===== config.mk =====
export PLATFORM = sky130hd
export DESIGN_NAME = alm_monitor
export DESIGN_NICKNAME = d
export VERILOG_FILES = /design/src/hdl/alm_pkg.sv /design/src/hdl/alm_limit_mem.sv /design/src/hdl/alm_byte_pair.sv /design/src/hdl/alm_monitor.sv
export VERILOG_INCLUDE_DIRS = /design/src /design/src/hdl
export SDC_FILE = /design/constraint.sdc
export NUM_CORES = 1
export LEC_CHECK = 0
export BUFFER_PORTS_ARGS = -buffer_cell sky130_fd_sc_hd__clkbuf_2
export CORE_MARGIN = 10
export CORE_UTILIZATION = 30
export CTS_CLUSTER_SIZE = 30
export DETAILED_ROUTE_END_ITERATION = 10
export HOLD_SLACK_MARGIN = 0.05
export PLACE_DENSITY_LB_ADDON = 0.2
export SLEW_MARGIN = 15
export SYNTH_ARGS = -nofsm -noshare
export SYNTH_HDL_FRONTEND = slang
export SYNTH_HIERARCHICAL = 1
export SYNTH_SLANG_ARGS = --single-unit

===== constraint.sdc =====
create_clock -name i_clk_sys -period 5.8 [get_ports i_clk_sys]
set_input_delay 0 -clock i_clk_sys [delete_from_list [all_inputs] [get_ports i_clk_sys]]
set_output_delay 0 -clock i_clk_sys [all_outputs]
set_load 0.01 [all_outputs]

===== src/hdl/alm_cfg.svh =====
`ifndef ALM_CFG_SVH
`define ALM_CFG_SVH
// register pointer codes on the byte-wide register port
`define ALM_PTR_RESULT 4'h0
`define ALM_PTR_STATUS 4'h1
`define ALM_PTR_CONFIG 4'h2
`define ALM_PTR_LIMIT_BASE 4'h4
`define ALM_PTR_LIMIT_LAST 4'hf
// result word field positions
`define ALM_FLAG_BIT 15
`define ALM_TAG_HI 14
`define ALM_TAG_LO 12
// config field positions
`define ALM_CFG_POL 0
`define ALM_CFG_FUNC 1
`define ALM_CFG_EN 2
`define ALM_CFG_RESET 16'h0008
// scale values
`define ALM_FULL_SCALE 12'hfff
`define ALM_ZERO_SCALE 12'h000
`define ALM_HYST_10BIT 12'h002
`define ALM_HYST_12BIT 12'h008
`define ALM_LSB_MASK_10BIT 12'hffc
`define ALM_CLEAR_ALL 8'hff
`define ALM_MON_CHANNELS 4
`endif


===== src/hdl/alm_pkg.sv =====
package alm_pkg;
    // one finished conversion as handed in by the converter core
    typedef struct packed {
        logic [2:0] tag;
        logic [11:0] value;
    } alm_sample_type;
    // one register port access
    typedef struct packed {
        logic wr;
        logic rd;
        logic [3:0] ptr;
        logic [15:0] wdata;
    } alm_access_type;
    typedef enum logic [1:0] {ALM_PIN_OFF, ALM_PIN_BUSY, ALM_PIN_ALERT} alm_pin_type;
endpackage


===== src/hdl/alm_limit_mem.sv =====
`timescale 1ns/1ps
`include "alm_cfg.svh"
// twelve limit words: index = channel*3 + {0 upper, 1 lower, 2 hysteresis}
module alm_limit_mem
    import alm_pkg::*;
(
    input wire logic i_clk_sys,
    input wire logic i_reset_n,
    input wire logic i_ce,
    input wire logic i_variant_10bit,
    input wire logic i_we,
    input wire logic [3:0] i_waddr,
    input wire logic [11:0] i_wdata,
    input wire logic i_mm_we,
    input wire logic [1:0] i_mm_ch,
    input wire logic [11:0] i_mm_value,
    input wire logic [3:0] i_raddr,
    output logic [11:0] o_rdata,
    output logic [143:0] o_all
);
    logic [11:0] mem_reg [0:11];
    genvar gi;
    // power-up defaults per word kind; hysteresis default follows the variant
    generate
        for (gi = 0; gi < 12; gi++)
        begin : g_word
            always_ff @(posedge i_clk_sys)
            begin
                if (!i_reset_n)
                begin
                    if (gi % 3 == 0)
                        mem_reg[gi] <= `ALM_FULL_SCALE;
                    else if (gi % 3 == 1)
                        mem_reg[gi] <= `ALM_ZERO_SCALE;
                    else
                        mem_reg[gi] <= i_variant_10bit ? `ALM_HYST_10BIT : `ALM_HYST_12BIT;
                end
                // upper and lower words both track in one sample; a host write there is lost
                else if (i_ce && i_mm_we && i_mm_ch == 2'(gi / 3) && gi % 3 == 0
                         && i_mm_value > mem_reg[gi])
                    mem_reg[gi] <= i_mm_value;
                else if (i_ce && i_mm_we && i_mm_ch == 2'(gi / 3) && gi % 3 == 1
                         && i_mm_value < mem_reg[gi])
                    mem_reg[gi] <= i_mm_value;
                else if (i_ce && i_we && i_waddr == 4'(gi))
                    mem_reg[gi] <= i_wdata;
            end
            assign o_all[gi*12 +: 12] = mem_reg[gi];
        end
    endgenerate
    // registered read port
    always_ff @(posedge i_clk_sys)
    begin
        if (!i_reset_n)
            o_rdata <= `ALM_ZERO_SCALE;
        else if (i_ce)
            o_rdata <= (i_raddr < 4'd12) ? o_all[i_raddr*12 +: 12] : `ALM_ZERO_SCALE;
    end
endmodule


===== src/hdl/alm_byte_pair.sv =====
`timescale 1ns/1ps
`include "alm_cfg.svh"
// serialises a 16-bit word into two bytes, high byte first
module alm_byte_pair
    import alm_pkg::*;
(
    input wire logic i_clk_sys,
    input wire logic i_reset_n,
    input wire logic i_ce,
    input wire logic i_load,
    input wire logic [15:0] i_word,
    input wire logic i_next,
    output logic [7:0] o_byte,
    output logic o_second
);
    logic [7:0] low_reg;
    // latch low half so it matches the high half taken together
    always_ff @(posedge i_clk_sys)
    begin
        if (!i_reset_n)
        begin
            o_byte <= 8'h00;
            low_reg <= 8'h00;
            o_second <= 1'b0;
        end
        else if (i_ce)
        begin
            if (i_load)
            begin
                o_byte <= i_word[15:8];
                low_reg <= i_word[7:0];
                o_second <= 1'b0;
            end
            else if (i_next && !o_second)
            begin
                o_byte <= low_reg;
                o_second <= 1'b1;
            end
        end
    end
endmodule


===== src/hdl/alm_monitor.sv =====
`timescale 1ns/1ps
`include "alm_cfg.svh"
module alm_monitor
    import alm_pkg::*;
(
    input wire logic i_clk_sys,
    input wire logic i_reset_n,
    input wire logic i_ce,
    input wire logic i_variant_10bit,
    input wire logic i_sample_valid,
    input wire alm_sample_type i_sample,
    input wire logic i_busy,
    input wire alm_access_type i_access,
    input wire logic i_rd_next,
    output logic [15:0] o_rdata,
    output logic [7:0] o_result_byte,
    output logic o_result_second,
    output logic [7:0] o_status,
    output logic o_alert_pin
);
    logic [15:0] config_reg;
    logic [7:0] status_reg;
    logic [7:0] active_reg;
    logic [7:0] status_next;
    logic [7:0] active_next;
    logic [15:0] result_reg;
    logic [143:0] lim_all;
    logic [11:0] mem_rdata;
    logic mem_we;
    logic [3:0] mem_waddr;
    logic [11:0] mem_wdata;
    logic [11:0] value_masked;
    logic mon_ch;
    logic [1:0] ch;
    logic [11:0] up_lim;
    logic [11:0] lo_lim;
    logic [11:0] hyst;
    logic minmax;
    logic clear_req;
    logic rd_ptr_limit_reg;
    logic mm_we;
    alm_pin_type pin_mode;

    // 10-bit variant keeps the value left aligned with low bits zero
    assign value_masked = i_variant_10bit ? (i_sample.value & `ALM_LSB_MASK_10BIT)
                                          : i_sample.value;
    // only inputs 1..4 (tags 0..3) carry limits
    assign mon_ch = (i_sample.tag[2] == 1'b0);
    assign ch = i_sample.tag[1:0];
    assign up_lim = lim_all[(ch*3)*12 +: 12];
    assign lo_lim = lim_all[(ch*3+1)*12 +: 12];
    assign hyst = lim_all[(ch*3+2)*12 +: 12];
    assign minmax = (hyst == `ALM_FULL_SCALE);
    assign clear_req = i_access.wr && i_access.ptr == `ALM_PTR_CONFIG
                       && i_access.wdata[`ALM_CFG_EN] && i_access.wdata[`ALM_CFG_FUNC];
    // min/max channels move their upper and lower words inside the memory
    assign mm_we = i_sample_valid && mon_ch && minmax;

    // violation tracking with hysteresis, new events win over clears
    always_comb
    begin
        active_next = active_reg;
        status_next = status_reg;
        if (clear_req)
        begin
            active_next = 8'h00;
            status_next = 8'h00;
        end
        else if (i_access.wr && i_access.ptr == `ALM_PTR_STATUS
                 && i_access.wdata[7:0] == `ALM_CLEAR_ALL)
            status_next = 8'h00;
        if (i_sample_valid && mon_ch && !minmax)
        begin
            if (value_masked > up_lim)
            begin
                active_next[ch*2+1] = 1'b1;
                status_next[ch*2+1] = 1'b1;
            end
            else if ({1'b0, value_masked} + {1'b0, hyst} <= {1'b0, up_lim})
                active_next[ch*2+1] = 1'b0;
            if (value_masked < lo_lim)
            begin
                active_next[ch*2] = 1'b1;
                status_next[ch*2] = 1'b1;
            end
            else if ({1'b0, value_masked} >= {1'b0, lo_lim} + {1'b0, hyst})
                active_next[ch*2] = 1'b0;
        end
    end

    always_ff @(posedge i_clk_sys)
    begin
        if (!i_reset_n)
        begin
            active_reg <= 8'h00;
            status_reg <= 8'h00;
        end
        else if (i_ce)
        begin
            active_reg <= active_next;
            status_reg <= status_next;
        end
    end

    // host port into the limit words; tracking updates take priority inside the memory
    always_comb
    begin
        mem_we = 1'b0;
        mem_waddr = 4'h0;
        mem_wdata = `ALM_ZERO_SCALE;
        if (i_access.wr && i_access.ptr >= `ALM_PTR_LIMIT_BASE)
        begin
            mem_we = 1'b1;
            mem_waddr = i_access.ptr - `ALM_PTR_LIMIT_BASE;
            mem_wdata = i_access.wdata[11:0];
        end
    end

    alm_limit_mem u_mem (
        .i_clk_sys(i_clk_sys),
        .i_reset_n(i_reset_n),
        .i_ce(i_ce),
        .i_variant_10bit(i_variant_10bit),
        .i_we(mem_we),
        .i_waddr(mem_waddr),
        .i_wdata(mem_wdata),
        .i_mm_we(mm_we),
        .i_mm_ch(ch),
        .i_mm_value(value_masked),
        .i_raddr(i_access.ptr - `ALM_PTR_LIMIT_BASE),
        .o_rdata(mem_rdata),
        .o_all(lim_all)
    );

    // config: a clear request stores enable one, function zero
    always_ff @(posedge i_clk_sys)
    begin
        if (!i_reset_n)
            config_reg <= `ALM_CFG_RESET;
        else if (i_ce && i_access.wr && i_access.ptr == `ALM_PTR_CONFIG)
        begin
            config_reg <= i_access.wdata;
            if (clear_req)
                config_reg[`ALM_CFG_FUNC] <= 1'b0;
        end
    end

    // result word built when a sample lands
    always_ff @(posedge i_clk_sys)
    begin
        if (!i_reset_n)
            result_reg <= 16'h0000;
        else if (i_ce && i_sample_valid)
            result_reg <= {1'b0, i_sample.tag, value_masked};
    end

    alm_byte_pair u_pair (
        .i_clk_sys(i_clk_sys),
        .i_reset_n(i_reset_n),
        .i_ce(i_ce),
        .i_load(i_access.rd && i_access.ptr == `ALM_PTR_RESULT),
        .i_word({(|active_reg), result_reg[14:0]}),
        .i_next(i_rd_next),
        .o_byte(o_result_byte),
        .o_second(o_result_second)
    );

    // word-wide register read, one cycle after the request, limit words one cycle later
    // one-cycle pulse, so the limit answer then stands until the next read
    always_ff @(posedge i_clk_sys)
    begin
        if (!i_reset_n)
            rd_ptr_limit_reg <= 1'b0;
        else if (i_ce)
            rd_ptr_limit_reg <= i_access.rd && (i_access.ptr >= `ALM_PTR_LIMIT_BASE);
    end
    always_ff @(posedge i_clk_sys)
    begin
        if (!i_reset_n)
            o_rdata <= 16'h0000;
        else if (i_ce && i_access.rd)
        begin
            case (i_access.ptr)
                `ALM_PTR_RESULT: o_rdata <= {(|active_reg), result_reg[14:0]};
                `ALM_PTR_STATUS: o_rdata <= {8'h00, status_reg};
                `ALM_PTR_CONFIG: o_rdata <= config_reg;
                default: o_rdata <= 16'h0000; // limit words follow from the memory
            endcase
        end
        else if (i_ce && rd_ptr_limit_reg)
            o_rdata <= {4'h0, mem_rdata};
    end

    // pin function decode
    always_comb
    begin
        case ({config_reg[`ALM_CFG_EN], config_reg[`ALM_CFG_FUNC]})
            2'b10: pin_mode = ALM_PIN_ALERT;
            2'b01: pin_mode = ALM_PIN_BUSY;
            default: pin_mode = ALM_PIN_OFF;
        endcase
    end

    // pin level registered; inactive level follows polarity too
    always_ff @(posedge i_clk_sys)
    begin
        if (!i_reset_n)
        begin
            o_alert_pin <= 1'b1;
            o_status <= 8'h00;
        end
        else if (i_ce)
        begin
            o_status <= status_next;
            case (pin_mode)
                ALM_PIN_ALERT: o_alert_pin <= (|active_next) ~^ config_reg[`ALM_CFG_POL];
                ALM_PIN_BUSY: o_alert_pin <= i_busy ~^ config_reg[`ALM_CFG_POL];
                default: o_alert_pin <= ~config_reg[`ALM_CFG_POL];
            endcase
        end
    end

    // checks
    upper_set_a: assert property (@(posedge i_clk_sys) disable iff (!i_reset_n)
        i_ce && i_sample_valid && mon_ch && !minmax && value_masked > up_lim && !clear_req
        |=> status_reg[$past(ch)*2+1] && active_reg[$past(ch)*2+1])
        else $error("upper violation not recorded");
    lower_set_a: assert property (@(posedge i_clk_sys) disable iff (!i_reset_n)
        i_ce && i_sample_valid && mon_ch && !minmax && value_masked < lo_lim
        |=> active_reg[$past(ch)*2])
        else $error("lower violation not recorded");
    clear_all_a: assert property (@(posedge i_clk_sys) disable iff (!i_reset_n)
        i_ce && clear_req && !i_sample_valid |=> status_reg == 8'h00 && active_reg == 8'h00)
        else $error("clear request left violations");
    status_clr_a: assert property (@(posedge i_clk_sys) disable iff (!i_reset_n)
        i_ce && i_access.wr && i_access.ptr == `ALM_PTR_STATUS
        && i_access.wdata[7:0] == `ALM_CLEAR_ALL && !i_sample_valid |=> status_reg == 8'h00)
        else $error("status not cleared");
    sticky_a: assert property (@(posedge i_clk_sys) disable iff (!i_reset_n)
        i_ce && !i_access.wr |=> (status_reg & $past(status_reg)) == $past(status_reg))
        else $error("status bit lost");
    cfg_back_a: assert property (@(posedge i_clk_sys) disable iff (!i_reset_n)
        i_ce && clear_req |=> config_reg[`ALM_CFG_EN] && !config_reg[`ALM_CFG_FUNC])
        else $error("config readback wrong");
    pin_off_a: assert property (@(posedge i_clk_sys) disable iff (!i_reset_n)
        i_ce && pin_mode == ALM_PIN_OFF |=> o_alert_pin == !$past(config_reg[`ALM_CFG_POL]))
        else $error("idle pin active");
    minmax_a: assert property (@(posedge i_clk_sys) disable iff (!i_reset_n)
        i_ce && i_sample_valid && mon_ch && minmax && !clear_req
        |=> active_reg == $past(active_reg))
        else $error("min/max channel raised violation");
    result_word_a: assert property (@(posedge i_clk_sys) disable iff (!i_reset_n)
        i_ce && i_sample_valid
        |=> result_reg[14:0] == {$past(i_sample.tag), $past(value_masked)})
        else $error("result word fields wrong");
    flag_live_a: assert property (@(posedge i_clk_sys) disable iff (!i_reset_n)
        i_ce && i_access.rd && i_access.ptr == `ALM_PTR_RESULT
        |=> o_rdata[`ALM_FLAG_BIT] == $past(|active_reg))
        else $error("result flag not live");
    byte_load_a: assert property (@(posedge i_clk_sys) disable iff (!i_reset_n)
        i_ce && i_access.rd && i_access.ptr == `ALM_PTR_RESULT
        |=> o_result_byte == o_rdata[15:8] && !o_result_second)
        else $error("first result byte wrong");
    lim_read_a: assert property (@(posedge i_clk_sys) disable iff (!i_reset_n)
        i_ce && rd_ptr_limit_reg && !i_access.rd |=> o_rdata == {4'h0, $past(mem_rdata)})
        else $error("limit word read wrong");
    mon_only_a: assert property (@(posedge i_clk_sys) disable iff (!i_reset_n)
        i_ce && i_sample_valid && !mon_ch && !i_access.wr
        |=> active_reg == $past(active_reg) && status_reg == $past(status_reg))
        else $error("unmonitored channel changed violations");
    max_track_a: assert property (@(posedge i_clk_sys) disable iff (!i_reset_n)
        i_ce && mm_we && value_masked > up_lim
        |=> lim_all[($past(ch)*3)*12 +: 12] == $past(value_masked))
        else $error("maximum not stored");
    min_track_a: assert property (@(posedge i_clk_sys) disable iff (!i_reset_n)
        i_ce && mm_we && value_masked < lo_lim
        |=> lim_all[($past(ch)*3+1)*12 +: 12] == $past(value_masked))
        else $error("minimum not stored");
    // pin level per mode, polarity applied in both functions
    busy_pin_a: assert property (@(posedge i_clk_sys) disable iff (!i_reset_n)
        i_ce && pin_mode == ALM_PIN_BUSY
        |=> o_alert_pin == ($past(i_busy) ~^ $past(config_reg[`ALM_CFG_POL])))
        else $error("busy pin level wrong");
    alert_pin_a: assert property (@(posedge i_clk_sys) disable iff (!i_reset_n)
        i_ce && pin_mode == ALM_PIN_ALERT
        |=> o_alert_pin == ((|active_reg) ~^ $past(config_reg[`ALM_CFG_POL])))
        else $error("alert pin level wrong");

    // main scenarios reached
    cov_up_c: cover property (@(posedge i_clk_sys) i_sample_valid && mon_ch && value_masked > up_lim);
    cov_clr_c: cover property (@(posedge i_clk_sys) clear_req);
    cov_mm_c: cover property (@(posedge i_clk_sys) i_sample_valid && mon_ch && minmax);
    cov_lo_c: cover property (@(posedge i_clk_sys)
        i_sample_valid && mon_ch && value_masked < lo_lim);
    cov_busy_c: cover property (@(posedge i_clk_sys) pin_mode == ALM_PIN_BUSY && i_busy);
endmodule


==> results.toml <==
[run_status]
status = "finished, final reports clean"

[setup_path]
r2r_slack_ns = 0.44
crit_arrival_ns = 5.86
end_kind = "flop"
rr_endpoint = "o_alert_pin"
ff2ff_path_depth = 20
crit_fanout = 5
path_class = "reg -> reg"
timing.rr.start = "u_mem/mem_reg[5][1]"
required_ns = 6.31
startpoint_type = "flop"

[clocking]
clock-sinks = 238
cts_tree = "built"
cts.clk_slew.worst_paths_ns = 0.06
clock_latency_ns = 0.57
cts_buffers = 27
clockBufferDepth = 3
cts_max_level = 1
clock-root-buffer = "clkbuf_16"

[placement]
dpl.cell_count = 2501
hpwl_um = 50600
place_congestion = 0.901
io_buffer_count = 77
pre_cts_ws_ns = 0.449

[synthesis]
synth_area_leaders = "edfxtp_1 (25%), ha_1 (12%), dfxtp_1 (11%), mux4_2 (7.9%), mux2i_1 (4.9%)"
yosysSeqAreaShare_pct = 36.3
synthXorXnorAreaFrac_pct = 0.870
synth_top_family_by_area = "multiplexers"
syn_nets = 1916
synth_top_area_cell = "edfxtp_1"
synth_simple_gate_area_share_pct = 14.5
synth_compound_area_share_pct = 15.1
synthMuxAreaShare_pct = 15.4
synth_area_per_cell_um2 = 10.0
ys_warn_count = 6
yosys_register_bits = 238
synth_top_cell_area_share_pct = 25.3
yosys.area_share.adder_pct = 12.4
synth.distinct_cells = 77
synth_flop_cell = "edfxtp_1"
synth.cell_area_um2 = 17100
synth-edff-count = 144
async_flop_share_pct = 0
syn-instance-count = 1704

[global_route]
use_met2_pct = 33.0
grt_pass1_wl_um = 97800
grt_overflow = 0
grt.busiest_layer = "met2"
grt_max_degree = 95
grt_antenna_before_repair = 1
grt_pass1_vias = 14200
met1_usage_pct = 25.2
grtUsageTotal_pct = 19.5
grt.met3_usage_pct = 2.94

[timing]
fmax_mhz = 187
rsz0062_at_grt = "false"
finalMaxSlewViolations = 0
max_slew.worst_pin.slew_ns = 1.23
period_needed_ns = 5.36
hold_viol_final = 0
maxSlewHeadroom_pct = 18.2
fin_ws_ns = 0.444
setup_total_negative_slack_ns = 0
finalClockSkew_ns = 0.0237
fin_crit_sh_pct = 92.3
final-setup-viol-count = 0

[worst_hold_path]
holdPathEnd = "u_mem/o_rdata[5]"
min_from = "i_ce"
min_path_type = "in -> reg"
hold_depth = 3

[finish]
syn2layout_area_growth_pct = 15.0
antenna_cells = 0
drive_gt1_share_pct = 15.2
fin_nets = 2014
final_cell_count_no_fill = 2576
final_util_pct = 34.9
fillCellCount = 5702
largest_reg_flops = 144

[drt]
vias = 14400
avgViaCountPerCell = 5.57
ant_nets = 0
drtIter0Drc = 1479
routed_wl_um = 67400
routedWlPerCell_um = 26.2
drc = 0
first_pass_iters = 5

[pwr]
power_density_nw_per_um2 = 248
leakage_nw = 8.24
total_power_mw = 4.88
vdd_drop_max_uv = 186

[floorplanning]
die_area_um2 = 67000
core_area_um2 = 56400
start_util_pct = 30.4
ios = 78
die_h_um = 259
fp.dieW_um = 259
rows = 87

[run]
cap_viol_max_count = 0
[critical path, stage by stage (launching register included)]
cell	delay (ns)
edfxtp_1	0.39
mux4_1	0.66
ha_1	0.34
a21o_1	0.17
a21oi_1	0.21
o21bai_1	0.09
a21oi_1	0.31
o21ai_0	0.16
a2111oi_1	0.56
o21bai_1	0.14
a21oi_1	0.22
xor2_1	0.11
ha_1	0.29
o21ai_0	0.08
a21oi_1	0.13
o21ai_0	0.09
a22o_1	0.28
a211oi_1	0.33
nand4_1	0.16
or4_1	0.48
nand3b_1	0.09
[report_power, final]
part	leakage (nW)	internal (mW)	switching, mW
sequential	2.18	1.88	0.0781
combinational	5.64	0.466	0.702
clock	0.424	1.03	0.724
[how the worst max path moves through the flow]
stage,start,to,slack (ns),depth (start not counted)
6_report,u_mem/mem_reg[5][1],o_alert_pin,0.44,20
5_1_grt,u_mem/mem_reg[5][1],o_alert_pin,0.01,20
3_5_place_dp,u_mem/mem_reg[5][1],o_alert_pin,0.45,20
4_1_cts,u_mem/mem_reg[5][1],o_alert_pin,0.44,20
2_1_floorplan,i_sample[12],o_alert_pin,0.71,25
3_3_place_gp,u_mem/mem_reg[5][1],o_alert_pin,0.46,20
[logic make-up after synthesis]
logic type	after synthesis
muxes	168
AOI/OAI and AO/OA	373
xor gates and xnor gates	17
and+or+nand+nor	512
buffers and inverters	228
DFF	238
adders and majority gates	168
[placed cells by master, fill, tap and decap left out, types with 28 or more instances in the layout]
cell and instances:
a21boi_0 39, a21oi_1 86, a2bb2oi_1 47, and2_1 66
buf_4 56, clkbuf_2 74, dfxtp_1 94, dlygate4sd3_1 28
edfxtp_1 144, ha_1 166, inv_1 137, mux2i_1 84
mux4_2 60, nand2_1 209, nand3_1 33, nor2_1 78
nor2b_1 32, o21ai_0 70
[cells in the mapped netlist, types with 14 or more instances]
library cell / count
mux4_2: 60
a21boi_0: 39
nand2_1: 209
dfxtp_1: 94
a2bb2oi_1: 47
nand2b_1: 14
and2_1: 66
nor2b_1: 33
ha_1: 166
nand3_1: 33
inv_1: 137
nor2_1: 83
a21o_1: 19
nand4_1: 25
a21oi_1: 86
clkbuf_1: 63
mux2i_1: 84
edfxtp_1: 144
o21ai_0: 74
[layout make-up]
type	instances	area [um^2]	share of cell area, %
multi-input combinational	1238	10100	51.1
tap	756	946	4.80
clock inverter	17	184	0.934
clock buffer	30	697	3.54
inverter	137	514	2.61
timing repair buffer	160	1080	5.49
sequential	238	6210	31.5
[through the flow]
| step | hold WS (ns) | instance area (um^2) |
|---|---|---|
| 2_1_floorplan | 0.124 | 17100 |
| 3_3_place_gp | 0.243 | 18500 |
| 3_5_place_dp | 0.253 | 18500 |
| 4_1_cts | 0.0665 | 19700 |
| 5_1_grt | 0.103 | 19700 |
| 6_report | 0.0728 | 19700 |
[metal layers]
layer	share of wire, %	routed length (um)	up-vias
li1	-	-	6466
met1	42	28200	7186
met2	48	32300	599
met3	7.0	4710	101
met4	3.1	2110	2
met5	0.018	12	-
[timing repair]
action	in CTS	in global routing
endpoints found under the setup margin	0	1
resized for setup	0	1
setup buffers	0	0
endpoints found under the hold margin	60	0
hold buffers	28	0
Note: power is estimated with default switching activity, not from simulation.
